$ cat config.mk
export PLATFORM = sky130hd
export DESIGN_NAME = gpio_port_pin_control
export DESIGN_NICKNAME = d
export VERILOG_FILES = /design/src/hw/pin_level_sync.v /design/src/hw/gpio_port_pin_control.v
export VERILOG_INCLUDE_DIRS = /design/src /design/src/hw
export SDC_FILE = /design/constraint.sdc
export NUM_CORES = 1
export LEC_CHECK = 0
export BUFFER_PORTS_ARGS = -buffer_cell sky130_fd_sc_hd__buf_4
export CORE_MARGIN = 3
export CORE_UTILIZATION = 43
export CTS_CLUSTER_SIZE = 8
export DETAILED_ROUTE_END_ITERATION = 12
export HOLD_SLACK_MARGIN = 0.15
export PLACE_DENSITY = 0.73
export SYNTH_ARGS = -nofsm -noshare
export SYNTH_HDL_FRONTEND = slang
export SYNTH_HIERARCHICAL = 1
export SYNTH_SLANG_ARGS = --single-unit
$ cat constraint.sdc
create_clock -name aclk -period 3.9 [get_ports aclk]
set_input_delay 0.585 -clock aclk [delete_from_list [all_inputs] [get_ports aclk]]
set_output_delay 0.585 -clock aclk [all_outputs]
set_load 0.05 [all_outputs]
$ cat src/hw/gpio_port_regs.vh
// constants for the seven-pin general purpose port block
// assumes inclusion by bare name from the design files under hw/
`ifndef GPIO_PORT_REGS_VH
`define GPIO_PORT_REGS_VH

// ----------------------------------------------------------------
// bus geometry
// ----------------------------------------------------------------
`define GPIO_ADDR_W        12
`define GPIO_DATA_W        32
`define GPIO_IDX_LSB       2
`define GPIO_IDX_MSB       11
`define GPIO_IDX_W         10

// ----------------------------------------------------------------
// register indices, byte address is four times the index
// ----------------------------------------------------------------
`define GPIO_IDX_A_DATA    10'h000
`define GPIO_IDX_A_PULL    10'h001
`define GPIO_IDX_A_DIR     10'h003
`define GPIO_IDX_B_DATA    10'h004
`define GPIO_IDX_B_PULL    10'h005
`define GPIO_IDX_B_DIR     10'h007

// ----------------------------------------------------------------
// field widths and pin positions
// ----------------------------------------------------------------
`define GPIO_PIN_W         7
`define GPIO_A_W           5
`define GPIO_A_PULL_W      4
`define GPIO_B_W           2
`define GPIO_A_MSB         4
`define GPIO_A_PULL_MSB    3
`define GPIO_B_LSB         5
`define GPIO_B_MSB         6
`define GPIO_B_FLD_MSB     1

// ----------------------------------------------------------------
// reset values and responses
// ----------------------------------------------------------------
`define GPIO_A_RST         5'h00
`define GPIO_A_PULL_RST    4'h0
`define GPIO_B_RST         2'h0
`define GPIO_PIN_RST       7'h00
`define GPIO_WORD_RST      32'h00000000
`define GPIO_ADDR_RST      12'h000
`define GPIO_STRB_RST      4'h0
`define AXI_RESP_OKAY      2'h0
`define AXI_RESP_SLVERR    2'h2

`endif

$ cat src/hw/pin_level_sync.v
// three-stage synchroniser for asynchronous pin levels
// assumes pins change freely relative to the bus clock
`timescale 1ns/100ps

module pin_level_sync #(
	parameter WIDTH = 7
) (
	// clock and reset
	input  wire             aclk,
	input  wire             aresetn,
	// raw and settled levels
	input  wire [WIDTH-1:0] raw_in,
	output reg  [WIDTH-1:0] level_out
);

	reg [WIDTH-1:0] stage1_reg;
	reg [WIDTH-1:0] stage2_reg;
	reg [WIDTH-1:0] stage3_reg;

	// ----------------------------------------------------------------
	// stages; a change counts once stages two and three agree
	// ----------------------------------------------------------------
	always @(posedge aclk) begin
		if (!aresetn) begin
			stage1_reg <= {WIDTH{1'b0}};
			stage2_reg <= {WIDTH{1'b0}};
			stage3_reg <= {WIDTH{1'b0}};
			level_out  <= {WIDTH{1'b0}};
		end else begin
			stage1_reg <= raw_in;
			stage2_reg <= stage1_reg;
			stage3_reg <= stage2_reg;
			// per bit: a lone mismatch is held off one more cycle
			level_out  <= (stage2_reg & stage3_reg) |
				(level_out & (stage2_reg ^ stage3_reg));
		end
	end

endmodule

$ cat src/hw/gpio_port_pin_control.v
// seven-pin general purpose port: data, direction, pullup control
// assumes an AXI4-Lite master, pads outside, and shared peripherals
// that present their own enable, drive and output-enable per pin
//
// Notes on behaviour
// - five-pin port A, two-pin port B
// - direction enables driver and selects read source
// - input buffer on unless analog function or deep stop
// - digital function drives buffer, direction selects read
// - analog function disables input and output buffers
// - input pin with buffer off reads zero
// - analog wins over digital on same pin
// - pull-enable bit switches pullup on
// - pullup off whenever pin drives, any source
// - pullup off under analog function
// - deep stop clears registers, pins fully off
// - light stop keeps pins and registers
// - port A read: pin level or latched value
// - writes latch all bits, outputs drive latch
// - reset clears data, pins high-impedance inputs
// - port A pull bits 3:0, reset zero
// - enabled peripheral overrides port; off after reset
`timescale 1ns/100ps

`include "gpio_port_regs.vh"

module gpio_port_pin_control (
	// clock and reset
	input  wire                      aclk,
	input  wire                      aresetn,
	// write address channel
	input  wire [`GPIO_ADDR_W-1:0]   s_axi_awaddr,
	input  wire                      s_axi_awvalid,
	output wire                      s_axi_awready,
	// write data channel
	input  wire [`GPIO_DATA_W-1:0]   s_axi_wdata,
	input  wire [3:0]                s_axi_wstrb,
	input  wire                      s_axi_wvalid,
	output wire                      s_axi_wready,
	// write response channel
	output reg  [1:0]                s_axi_bresp,
	output reg                       s_axi_bvalid,
	input  wire                      s_axi_bready,
	// read address channel
	input  wire [`GPIO_ADDR_W-1:0]   s_axi_araddr,
	input  wire                      s_axi_arvalid,
	output wire                      s_axi_arready,
	// read data channel
	output reg  [`GPIO_DATA_W-1:0]   s_axi_rdata,
	output reg  [1:0]                s_axi_rresp,
	output reg                       s_axi_rvalid,
	input  wire                      s_axi_rready,
	// pads, bits 4:0 port A, bits 6:5 port B
	input  wire [`GPIO_PIN_W-1:0]    pin_in,
	output reg  [`GPIO_PIN_W-1:0]    pin_out,
	output reg  [`GPIO_PIN_W-1:0]    pin_oe,
	output reg  [`GPIO_PIN_W-1:0]    pin_ie,
	output reg  [`GPIO_PIN_W-1:0]    pin_pullup_en,
	// shared peripheral functions
	input  wire [`GPIO_PIN_W-1:0]    alt_digital_en,
	input  wire [`GPIO_PIN_W-1:0]    alt_digital_oe,
	input  wire [`GPIO_PIN_W-1:0]    alt_digital_out,
	input  wire [`GPIO_PIN_W-1:0]    alt_analog_en,
	// power modes
	input  wire                      deep_stop_mode,
	input  wire                      light_stop_mode
);

	// ----------------------------------------------------------------
	// functions
	// ----------------------------------------------------------------
	function mapped_index;
		input [`GPIO_ADDR_W-1:0] addr;
		reg   [`GPIO_IDX_W-1:0]  idx;
		begin
			idx = addr[`GPIO_IDX_MSB:`GPIO_IDX_LSB];
			mapped_index = (idx == `GPIO_IDX_A_DATA) || (idx == `GPIO_IDX_A_PULL) ||
				(idx == `GPIO_IDX_A_DIR) || (idx == `GPIO_IDX_B_DATA) ||
				(idx == `GPIO_IDX_B_PULL) || (idx == `GPIO_IDX_B_DIR);
		end
	endfunction

	// data bit read: latch for outputs, settled pin for enabled inputs
	function [`GPIO_PIN_W-1:0] port_read;
		input [`GPIO_PIN_W-1:0] latched;
		input [`GPIO_PIN_W-1:0] dir;
		input [`GPIO_PIN_W-1:0] in_buf_on;
		input [`GPIO_PIN_W-1:0] level;
		begin
			port_read = (dir & latched) | (~dir & in_buf_on & level);
		end
	endfunction

	// ----------------------------------------------------------------
	// registers
	// ----------------------------------------------------------------
	reg  [`GPIO_A_W-1:0]      a_data_reg;
	reg  [`GPIO_A_PULL_W-1:0] a_pull_reg;
	reg  [`GPIO_A_W-1:0]      a_dir_reg;
	reg  [`GPIO_B_W-1:0]      b_data_reg;
	reg  [`GPIO_B_W-1:0]      b_pull_reg;
	reg  [`GPIO_B_W-1:0]      b_dir_reg;

	reg                       aw_held_reg;
	reg  [`GPIO_ADDR_W-1:0]   aw_addr_reg;
	reg                       w_held_reg;
	reg  [`GPIO_DATA_W-1:0]   w_data_reg;
	reg  [3:0]                w_strb_reg;

	wire [`GPIO_PIN_W-1:0]    pin_level;
	wire [`GPIO_PIN_W-1:0]    data_all;
	wire [`GPIO_PIN_W-1:0]    dir_all;
	wire [`GPIO_PIN_W-1:0]    pull_all;
	wire [`GPIO_PIN_W-1:0]    digital_own;
	wire [`GPIO_PIN_W-1:0]    oe_next;
	wire [`GPIO_PIN_W-1:0]    out_next;
	wire [`GPIO_PIN_W-1:0]    ie_next;
	wire [`GPIO_PIN_W-1:0]    pullup_next;
	wire [`GPIO_PIN_W-1:0]    read_bits;
	wire                      do_write;
	wire                      write_ok;
	wire                      regs_frozen;
	wire [`GPIO_IDX_W-1:0]    w_idx;
	wire [`GPIO_IDX_W-1:0]    r_idx;
	reg  [`GPIO_DATA_W-1:0]   read_word;

	// ----------------------------------------------------------------
	// pin input synchroniser
	// ----------------------------------------------------------------
	pin_level_sync #(
		.WIDTH     (`GPIO_PIN_W)
	) u_pin_sync (
		.aclk      (aclk),
		.aresetn   (aresetn),
		.raw_in    (pin_in),
		.level_out (pin_level)
	);

	// ----------------------------------------------------------------
	// per-pin control
	// ----------------------------------------------------------------
	assign data_all = {b_data_reg, a_data_reg};
	assign dir_all  = {b_dir_reg, a_dir_reg};
	// port A pin 4 has no pull-enable bit
	assign pull_all = {b_pull_reg, 1'b0, a_pull_reg};

	assign digital_own = alt_digital_en & ~alt_analog_en;

	assign oe_next  = deep_stop_mode ? `GPIO_PIN_RST :
		((digital_own & alt_digital_oe) |
		 (~alt_digital_en & ~alt_analog_en & dir_all));
	assign out_next = (digital_own & alt_digital_out) | (~digital_own & data_all);
	assign ie_next  = deep_stop_mode ? `GPIO_PIN_RST : ~alt_analog_en;
	assign pullup_next = deep_stop_mode ? `GPIO_PIN_RST :
		(pull_all & ~oe_next & ~alt_analog_en);

	// registered so pads never see glitches from the select logic
	always @(posedge aclk) begin
		if (!aresetn) begin
			pin_out       <= `GPIO_PIN_RST;
			pin_oe        <= `GPIO_PIN_RST;
			pin_ie        <= `GPIO_PIN_RST;
			pin_pullup_en <= `GPIO_PIN_RST;
		end else begin
			pin_out       <= out_next;
			pin_oe        <= oe_next;
			pin_ie        <= ie_next;
			pin_pullup_en <= pullup_next;
		end
	end

	// direction still chooses the read source under a digital function
	assign read_bits = port_read(data_all, dir_all, pin_ie, pin_level);

	// ----------------------------------------------------------------
	// write path
	// ----------------------------------------------------------------
	assign s_axi_awready = ~aw_held_reg;
	assign s_axi_wready  = ~w_held_reg;
	assign do_write      = aw_held_reg & w_held_reg & ~s_axi_bvalid;
	assign w_idx         = aw_addr_reg[`GPIO_IDX_MSB:`GPIO_IDX_LSB];
	// stopped core cannot write; registers keep or lose state by mode
	assign regs_frozen   = deep_stop_mode | light_stop_mode;
	assign write_ok      = do_write & w_strb_reg[0] & ~regs_frozen;

	always @(posedge aclk) begin
		if (!aresetn) begin
			aw_held_reg  <= 1'b0;
			aw_addr_reg  <= `GPIO_ADDR_RST;
			w_held_reg   <= 1'b0;
			w_data_reg   <= `GPIO_WORD_RST;
			w_strb_reg   <= `GPIO_STRB_RST;
			s_axi_bvalid <= 1'b0;
			s_axi_bresp  <= `AXI_RESP_OKAY;
		end else begin
			if (s_axi_awvalid && !aw_held_reg) begin
				aw_held_reg <= 1'b1;
				aw_addr_reg <= s_axi_awaddr;
			end else if (do_write) begin
				aw_held_reg <= 1'b0;
			end
			if (s_axi_wvalid && !w_held_reg) begin
				w_held_reg <= 1'b1;
				w_data_reg <= s_axi_wdata;
				w_strb_reg <= s_axi_wstrb;
			end else if (do_write) begin
				w_held_reg <= 1'b0;
			end
			if (do_write) begin
				s_axi_bvalid <= 1'b1;
				s_axi_bresp  <= mapped_index(aw_addr_reg) ? `AXI_RESP_OKAY : `AXI_RESP_SLVERR;
			end else if (s_axi_bready) begin
				s_axi_bvalid <= 1'b0;
			end
		end
	end

	// ----------------------------------------------------------------
	// port registers
	// ----------------------------------------------------------------
	always @(posedge aclk) begin
		if (!aresetn || deep_stop_mode) begin
			a_data_reg <= `GPIO_A_RST;
			a_pull_reg <= `GPIO_A_PULL_RST;
			a_dir_reg  <= `GPIO_A_RST;
			b_data_reg <= `GPIO_B_RST;
			b_pull_reg <= `GPIO_B_RST;
			b_dir_reg  <= `GPIO_B_RST;
		end else if (write_ok) begin
			// upper bits of the word are dropped here
			case (w_idx)
				`GPIO_IDX_A_DATA: begin
					a_data_reg <= w_data_reg[`GPIO_A_MSB:0];
				end
				`GPIO_IDX_A_PULL: begin
					a_pull_reg <= w_data_reg[`GPIO_A_PULL_MSB:0];
				end
				`GPIO_IDX_A_DIR: begin
					a_dir_reg <= w_data_reg[`GPIO_A_MSB:0];
				end
				`GPIO_IDX_B_DATA: begin
					b_data_reg <= w_data_reg[`GPIO_B_FLD_MSB:0];
				end
				`GPIO_IDX_B_PULL: begin
					b_pull_reg <= w_data_reg[`GPIO_B_FLD_MSB:0];
				end
				`GPIO_IDX_B_DIR: begin
					b_dir_reg <= w_data_reg[`GPIO_B_FLD_MSB:0];
				end
				default: begin
					a_data_reg <= a_data_reg;
				end
			endcase
		end
	end

	// ----------------------------------------------------------------
	// read path
	// ----------------------------------------------------------------
	assign s_axi_arready = ~s_axi_rvalid;
	assign r_idx         = s_axi_araddr[`GPIO_IDX_MSB:`GPIO_IDX_LSB];

	always @* begin
		read_word = `GPIO_WORD_RST;
		case (r_idx)
			`GPIO_IDX_A_DATA: begin
				read_word[`GPIO_A_MSB:0] = read_bits[`GPIO_A_MSB:0];
			end
			`GPIO_IDX_A_PULL: begin
				read_word[`GPIO_A_PULL_MSB:0] = a_pull_reg;
			end
			`GPIO_IDX_A_DIR: begin
				read_word[`GPIO_A_MSB:0] = a_dir_reg;
			end
			`GPIO_IDX_B_DATA: begin
				read_word[`GPIO_B_FLD_MSB:0] = read_bits[`GPIO_B_MSB:`GPIO_B_LSB];
			end
			`GPIO_IDX_B_PULL: begin
				read_word[`GPIO_B_FLD_MSB:0] = b_pull_reg;
			end
			`GPIO_IDX_B_DIR: begin
				read_word[`GPIO_B_FLD_MSB:0] = b_dir_reg;
			end
			default: begin
				read_word = `GPIO_WORD_RST;
			end
		endcase
	end

	always @(posedge aclk) begin
		if (!aresetn) begin
			s_axi_rvalid <= 1'b0;
			s_axi_rdata  <= `GPIO_WORD_RST;
			s_axi_rresp  <= `AXI_RESP_OKAY;
		end else if (s_axi_arvalid && !s_axi_rvalid) begin
			s_axi_rvalid <= 1'b1;
			s_axi_rdata  <= read_word;
			s_axi_rresp  <= mapped_index(s_axi_araddr) ? `AXI_RESP_OKAY : `AXI_RESP_SLVERR;
		end else if (s_axi_rready) begin
			s_axi_rvalid <= 1'b0;
		end
	end

endmodule

Yosys cells after proc, flatten, opt, wreduce, memory -nomap -nowiden
Cells that the tools add are included.
{"block": "totals", "regBits": 107, "in_bits": 104}
{"block": "op_classes", "eq_ne": 10, "n_mux": 13, "n_bitwise": 34, "reduce_logical": 31}
{"cell": "$and A7 B7 Y7", "n": 13}
{"cell": "$eq A10 B3 Y1 const B", "n": 6}
{"cell": "$not A7 Y7", "n": 5}
{"cell": "$or A7 B7 Y7", "n": 4}
{"cell": "$eq A10 B1 Y1 const B", "n": 2}
{"cell": "$eq A10 B2 Y1 const B", "n": 2}
{"cell": "$logic_not A10 Y1", "n": 2}
{"cell": "$pmux W2 S6", "n": 1}
{"cell": "$reduce_and A2 Y1", "n": 6}
{"cell": "$logic_or A1 B1 Y1", "n": 11}
{"cell": "$reduce_bool A2 Y1", "n": 4}
{"cell": "$mux W1", "n": 7}
{"cell": "$mux W7", "n": 1}
{"cell": "$xor A7 B7 Y7", "n": 1}
{"cell": "$not A1 Y1", "n": 6}
{"cell": "$pmux W2 S3", "n": 1}
{"cell": "$and A1 B1 Y1", "n": 4}
{"cell": "$logic_not A1 Y1", "n": 4}
{"cell": "$mux W2", "n": 2}
{"cell": "$logic_and A1 B1 Y1", "n": 3}
{"cell": "$pmux W1 S2", "n": 1}
{"cell": "$reduce_or A2 Y1", "n": 1}
{"cell": "$or A1 B1 Y1", "n": 1}

Logic depth before layout (Yosys ltp)
{"block": "depth", "word_depth": 8, "ltp_mapped": 6}

Cells and area by module
Netlist, hierarchy kept.
{"module": "gpio_port_pin_control", "instances": 1, "cells_per_inst": 352, "area_per_inst_um2": 3245.6, "seq_area_each_um2": 1481.4}
{"module": "pin_level_sync", "instances": 1, "cells_per_inst": 72, "area_per_inst_um2": 880.8, "seq_area_each_um2": 560.5}

Worst setup path before layout
Ideal clock, no wire load.
{"block": "synth_path", "kind": "input to register", "from": "input deep_stop_mode", "to": "register a_pull_reg[0]", "setup_ns": 0.126, "t_arrival_ns": 1.664, "required_time_ns": 3.774, "slack_ns": 2.110, "stages": 5, "cell_sequence": "nor3b_2 nand4b_2 or3_1 clkbuf_1 mux2i_1"}
{"block": "synth_via", "elab_chain_cells": 4, "elab_cells_between_ends": 5}
{"item": "start, declared", "line_no": "gpio_port_pin_control.v:65", "source": "input wire deep_stop_mode,"}
{"item": "$or A1 B1 Y1", "line_no": "gpio_port_pin_control.v:183", "source": "assign regs_frozen = deep_stop_mode | light_stop_mode;"}
{"item": "$not A1 Y1", "line_no": "gpio_port_pin_control.v:184", "source": "assign write_ok = do_write & w_strb_reg[0] & ~regs_frozen;"}
{"item": "$and A1 B1 Y1", "line_no": "gpio_port_pin_control.v:184"}
{"item": "$reduce_and A2 Y1 (no line)"}
{"item": "end signal, assigned", "line_no": "gpio_port_pin_control.v:224", "source": "a_pull_reg <= `GPIO_A_PULL_RST;"}
{"item": "end signal, assigned", "line_no": "gpio_port_pin_control.v:236", "source": "a_pull_reg <= w_data_reg[`GPIO_A_PULL_MSB:0];"}
{"item": "end, declared", "line_no": "gpio_port_pin_control.v:98", "source": "reg [`GPIO_A_PULL_W-1:0] a_pull_reg;"}
Several ways; a longest one is shown, not always the timed one.
A chain may end at the register's enable or synchronous reset.

Worst setup path in the final report
{"block": "layout_path", "from": "register aw_held_reg", "to": "register a_pull_reg[0]"}
{"block": "layout_via", "elab_chain_cells": 5}
{"item": "start, declared", "line_no": "gpio_port_pin_control.v:104", "source": "reg aw_held_reg;"}
{"item": "start signal, assigned", "line_no": "gpio_port_pin_control.v:188", "source": "aw_held_reg <= 1'b0;"}
{"item": "start signal, assigned", "line_no": "gpio_port_pin_control.v:197", "source": "aw_held_reg <= 1'b1;"}
{"item": "start signal, assigned", "line_no": "gpio_port_pin_control.v:200", "source": "aw_held_reg <= 1'b0;"}
{"item": "$and A1 B1 Y1 (2 in a row)", "line_no": "gpio_port_pin_control.v:180", "source": "assign do_write = aw_held_reg & w_held_reg & ~s_axi_bvalid;"}
{"item": "$and A1 B1 Y1 (2 in a row)", "line_no": "gpio_port_pin_control.v:184"}
{"item": "$reduce_and A2 Y1 (no line)"}
No other way between the ends.

==> metrics <==
TNS Setup=0 ps; number of synthesized flops with an enable pin=0; Worst Hold Class=in2reg; layout cell share with drive strength beyond 1=around 25%; Reg clk slew, reported paths=roughly 100 ps; Setup crit end kind=register; max FFs per register=10; Setup Skew=between 10 and 15 ps; placed cell count=about 650; required time worst endpoint=between 4000 and 5000 ps; met1 usage=approximately a fifth; count of different cell masters after synthesis=45; final period utilization=45.53%; DPL Wire Length=6795 um; Final nets=roughly 640; CTS tree=built; largest net degree at the start of global routing=between 60 and 70; Chip Height=roughly 100 um; Clock Latency Late Sink=360 ps; Core ar.=9284 um^2; number of fill cells=869; worst reg2reg setup slack=2120 ps; Setup Fix Bufs, Post-CTS=0; async set-reset flop share out of synthesis=0%; register area share after synthesis=49.48%; number of global-route vias before repair=roughly 3200; CTS root buffer=clkbuf_8; Via density=about 4.8; area of the multi-input gates=~1900 um^2; hold path start=alt_analog_en[4]; Max Fanout on Critical Path=7; grt ovf=0; Register Area=a little over 2000 um^2; Setup Crit Path Kind=reg2reg; FF-to-FF Start=aw_held_reg; Post-CTS Resized=0; Max rail drop VDD=roughly 0.00015 V; Synth Flop Type=dfxtp_1; final setup vio count=0; synthesized area per cell=about 9.7 um^2; most common cell after layout, fill and taps aside=buf_4; Syn-to-layout area delta=23.95%; hold_ws=approximately 390 ps; M3 GR Usage=5.587%; Pwr per Cell Area=approximately 400 nW/um^2; Die Wd=104.0 um; Port Buffers=between 100 and 150; status=completed; clk sinks=102; First-pass DRT Iterations=4; cts hold-fix bufs=0; Non-Filler Instances=~660; Final ANT Viol Nets=0; RSZ-0062 raised after global routing=false; residual DRC count=0; CTS H-tree depth=3; die area=between 10000 and 15000 um^2; Total GRT Usage=between 10% and 20%; Post-Syn Area=~4100 um^2; Worst R2R End=a_pull_reg[0]; hold endpoint=pin_ie[4]; drt total wl=roughly 9100 um; clk buf depth=2; # diodes=0; Max-Cap Viols=0; pins over their slew limit=0; placer congestion estimate=roughly 0.84; via count=approximately 3200; Yosys reg bits=between 100 and 150; synth warn=6; post-layout util=a little under three fifths; GR peak layer=met2; initial core utilization=approximately 44%; Final Hold Viols=0; M2 GR Usage=about 28%; I/O Pins=173; drt first-iter violations=just over 80; CP Data Arrival Time=between 2000 and 2500 ps; P_leak=between 2 and 2.5 nW; worst-margin pin slew=roughly 700 ps; FMAX=roughly 0.56 GHz; first-pass GRT wire length=about 15000 um; r2r worst-path depth=4; Worst slew margin=between 50% and 60%; Post-Synthesis Cells=approximately 420; FP Rows=35; hold depth=2; commonest cells after routing, fill and taps aside=buf_4, dfxtp_1, nand2_1; startpoint types=register; CTS buffer count=9; Avg WL per Cell=between 10 and 15 um; post-layout min period=~1800 ps; initial antenna violation count=0
-- per-layer routing --
layer | up-vias | routed length [um]
met1 | 1439 | 3877
li1 | 1598 | -
met4 | 0 | 170
met5 | - | 0
met2 | 111 | 4356
met3 | 11 | 681
-- synthesized netlist by cell type, types with 3 or more instances --
cell type,number,share of area (%)
a21boi_0,11,2.0
a21oi_1,14,1.7
a32oi_1,3,0.64
and2_1,22,3.3
and3_1,8,1.2
buf_4,30,5.5
clkbuf_1,13,1.2
dfxtp_1,102,49
ha_1,7,2.1
inv_1,8,0.73
mux2i_1,36,8.7
nand2_1,50,4.5
nand2b_1,3,0.45
nand3_1,4,0.49
nor2_1,15,1.4
nor2b_1,33,5.0
nor3_1,10,1.2
o211ai_1,6,1.1
o21ai_0,13,1.6
or3_1,3,0.45
-- per-stage QoR --
stage | power [W] | cell area, um^2 | setup WS, ps
2_1_floorplan | 0.001320 | 4235 | 2110
3_3_place_gp | 0.001389 | 4918 | 1857
3_5_place_dp | 0.001394 | 4918 | 1809
4_1_cts | 0.002047 | 5115 | 2121
5_1_grt | 0.002111 | 5115 | 1848
6_report | 0.002032 | 5115 | 2124
-- report_power, final --
| group | switching (W) | internal, W | total [W] |
|---|---|---|---|
| Clock | 0.000361 | 0.000302 | 0.000662 |
| Sequential | 0.0000172 | 0.00107 | 0.00109 |
| Combinational | 0.000181 | 0.000100 | 0.000282 |
-- kinds of logic (layout without fill, tap and decap cells) --
family,after synthesis,count (layout),share of synthesized area [%]
AOI/OAI and AO/OA,62,62,10.04
adders and majority gates,7,7,2.122
buffers and inverters,53,133,7.914
DFF,102,102,49.48
muxes,36,36,8.733
other,1,30,0.09088
and+or+nand+nor,163,163,21.62
-- how the worst max path moves through the flow --
stage	from	depth (start not counted)	slack [ps]	end
final	aw_held_reg	4	2120	a_pull_reg[0]
after global routing	aw_addr_reg[6]	4	1850	a_dir_reg[1]
after CTS	aw_held_reg	4	2120	a_pull_reg[0]
after detailed placement	aresetn	4	1810	pin_pullup_en[0]
after global placement	deep_stop_mode	5	1860	a_pull_reg[2]
after floorplan	deep_stop_mode	5	2110	a_pull_reg[0]
-- final cells by class --
type,instances,area share (%)
Sequential cell,102,39.92
Tap cell,129,3.156
Clock inverter,6,1.345
Multi-Input combinational cell,298,36.50
Inverter,8,0.5871
Timing Repair Buffer,109,16.00
Clock buffer,10,2.495
-- critical path, cell delays in order, from the launching register on --
cell and delay [ps]:
dfxtp_1 410, and3b_2 270, nand4b_2 260, or3_1 560, mux2i_1 160
Note: power is estimated with default switching activity, not from simulation.
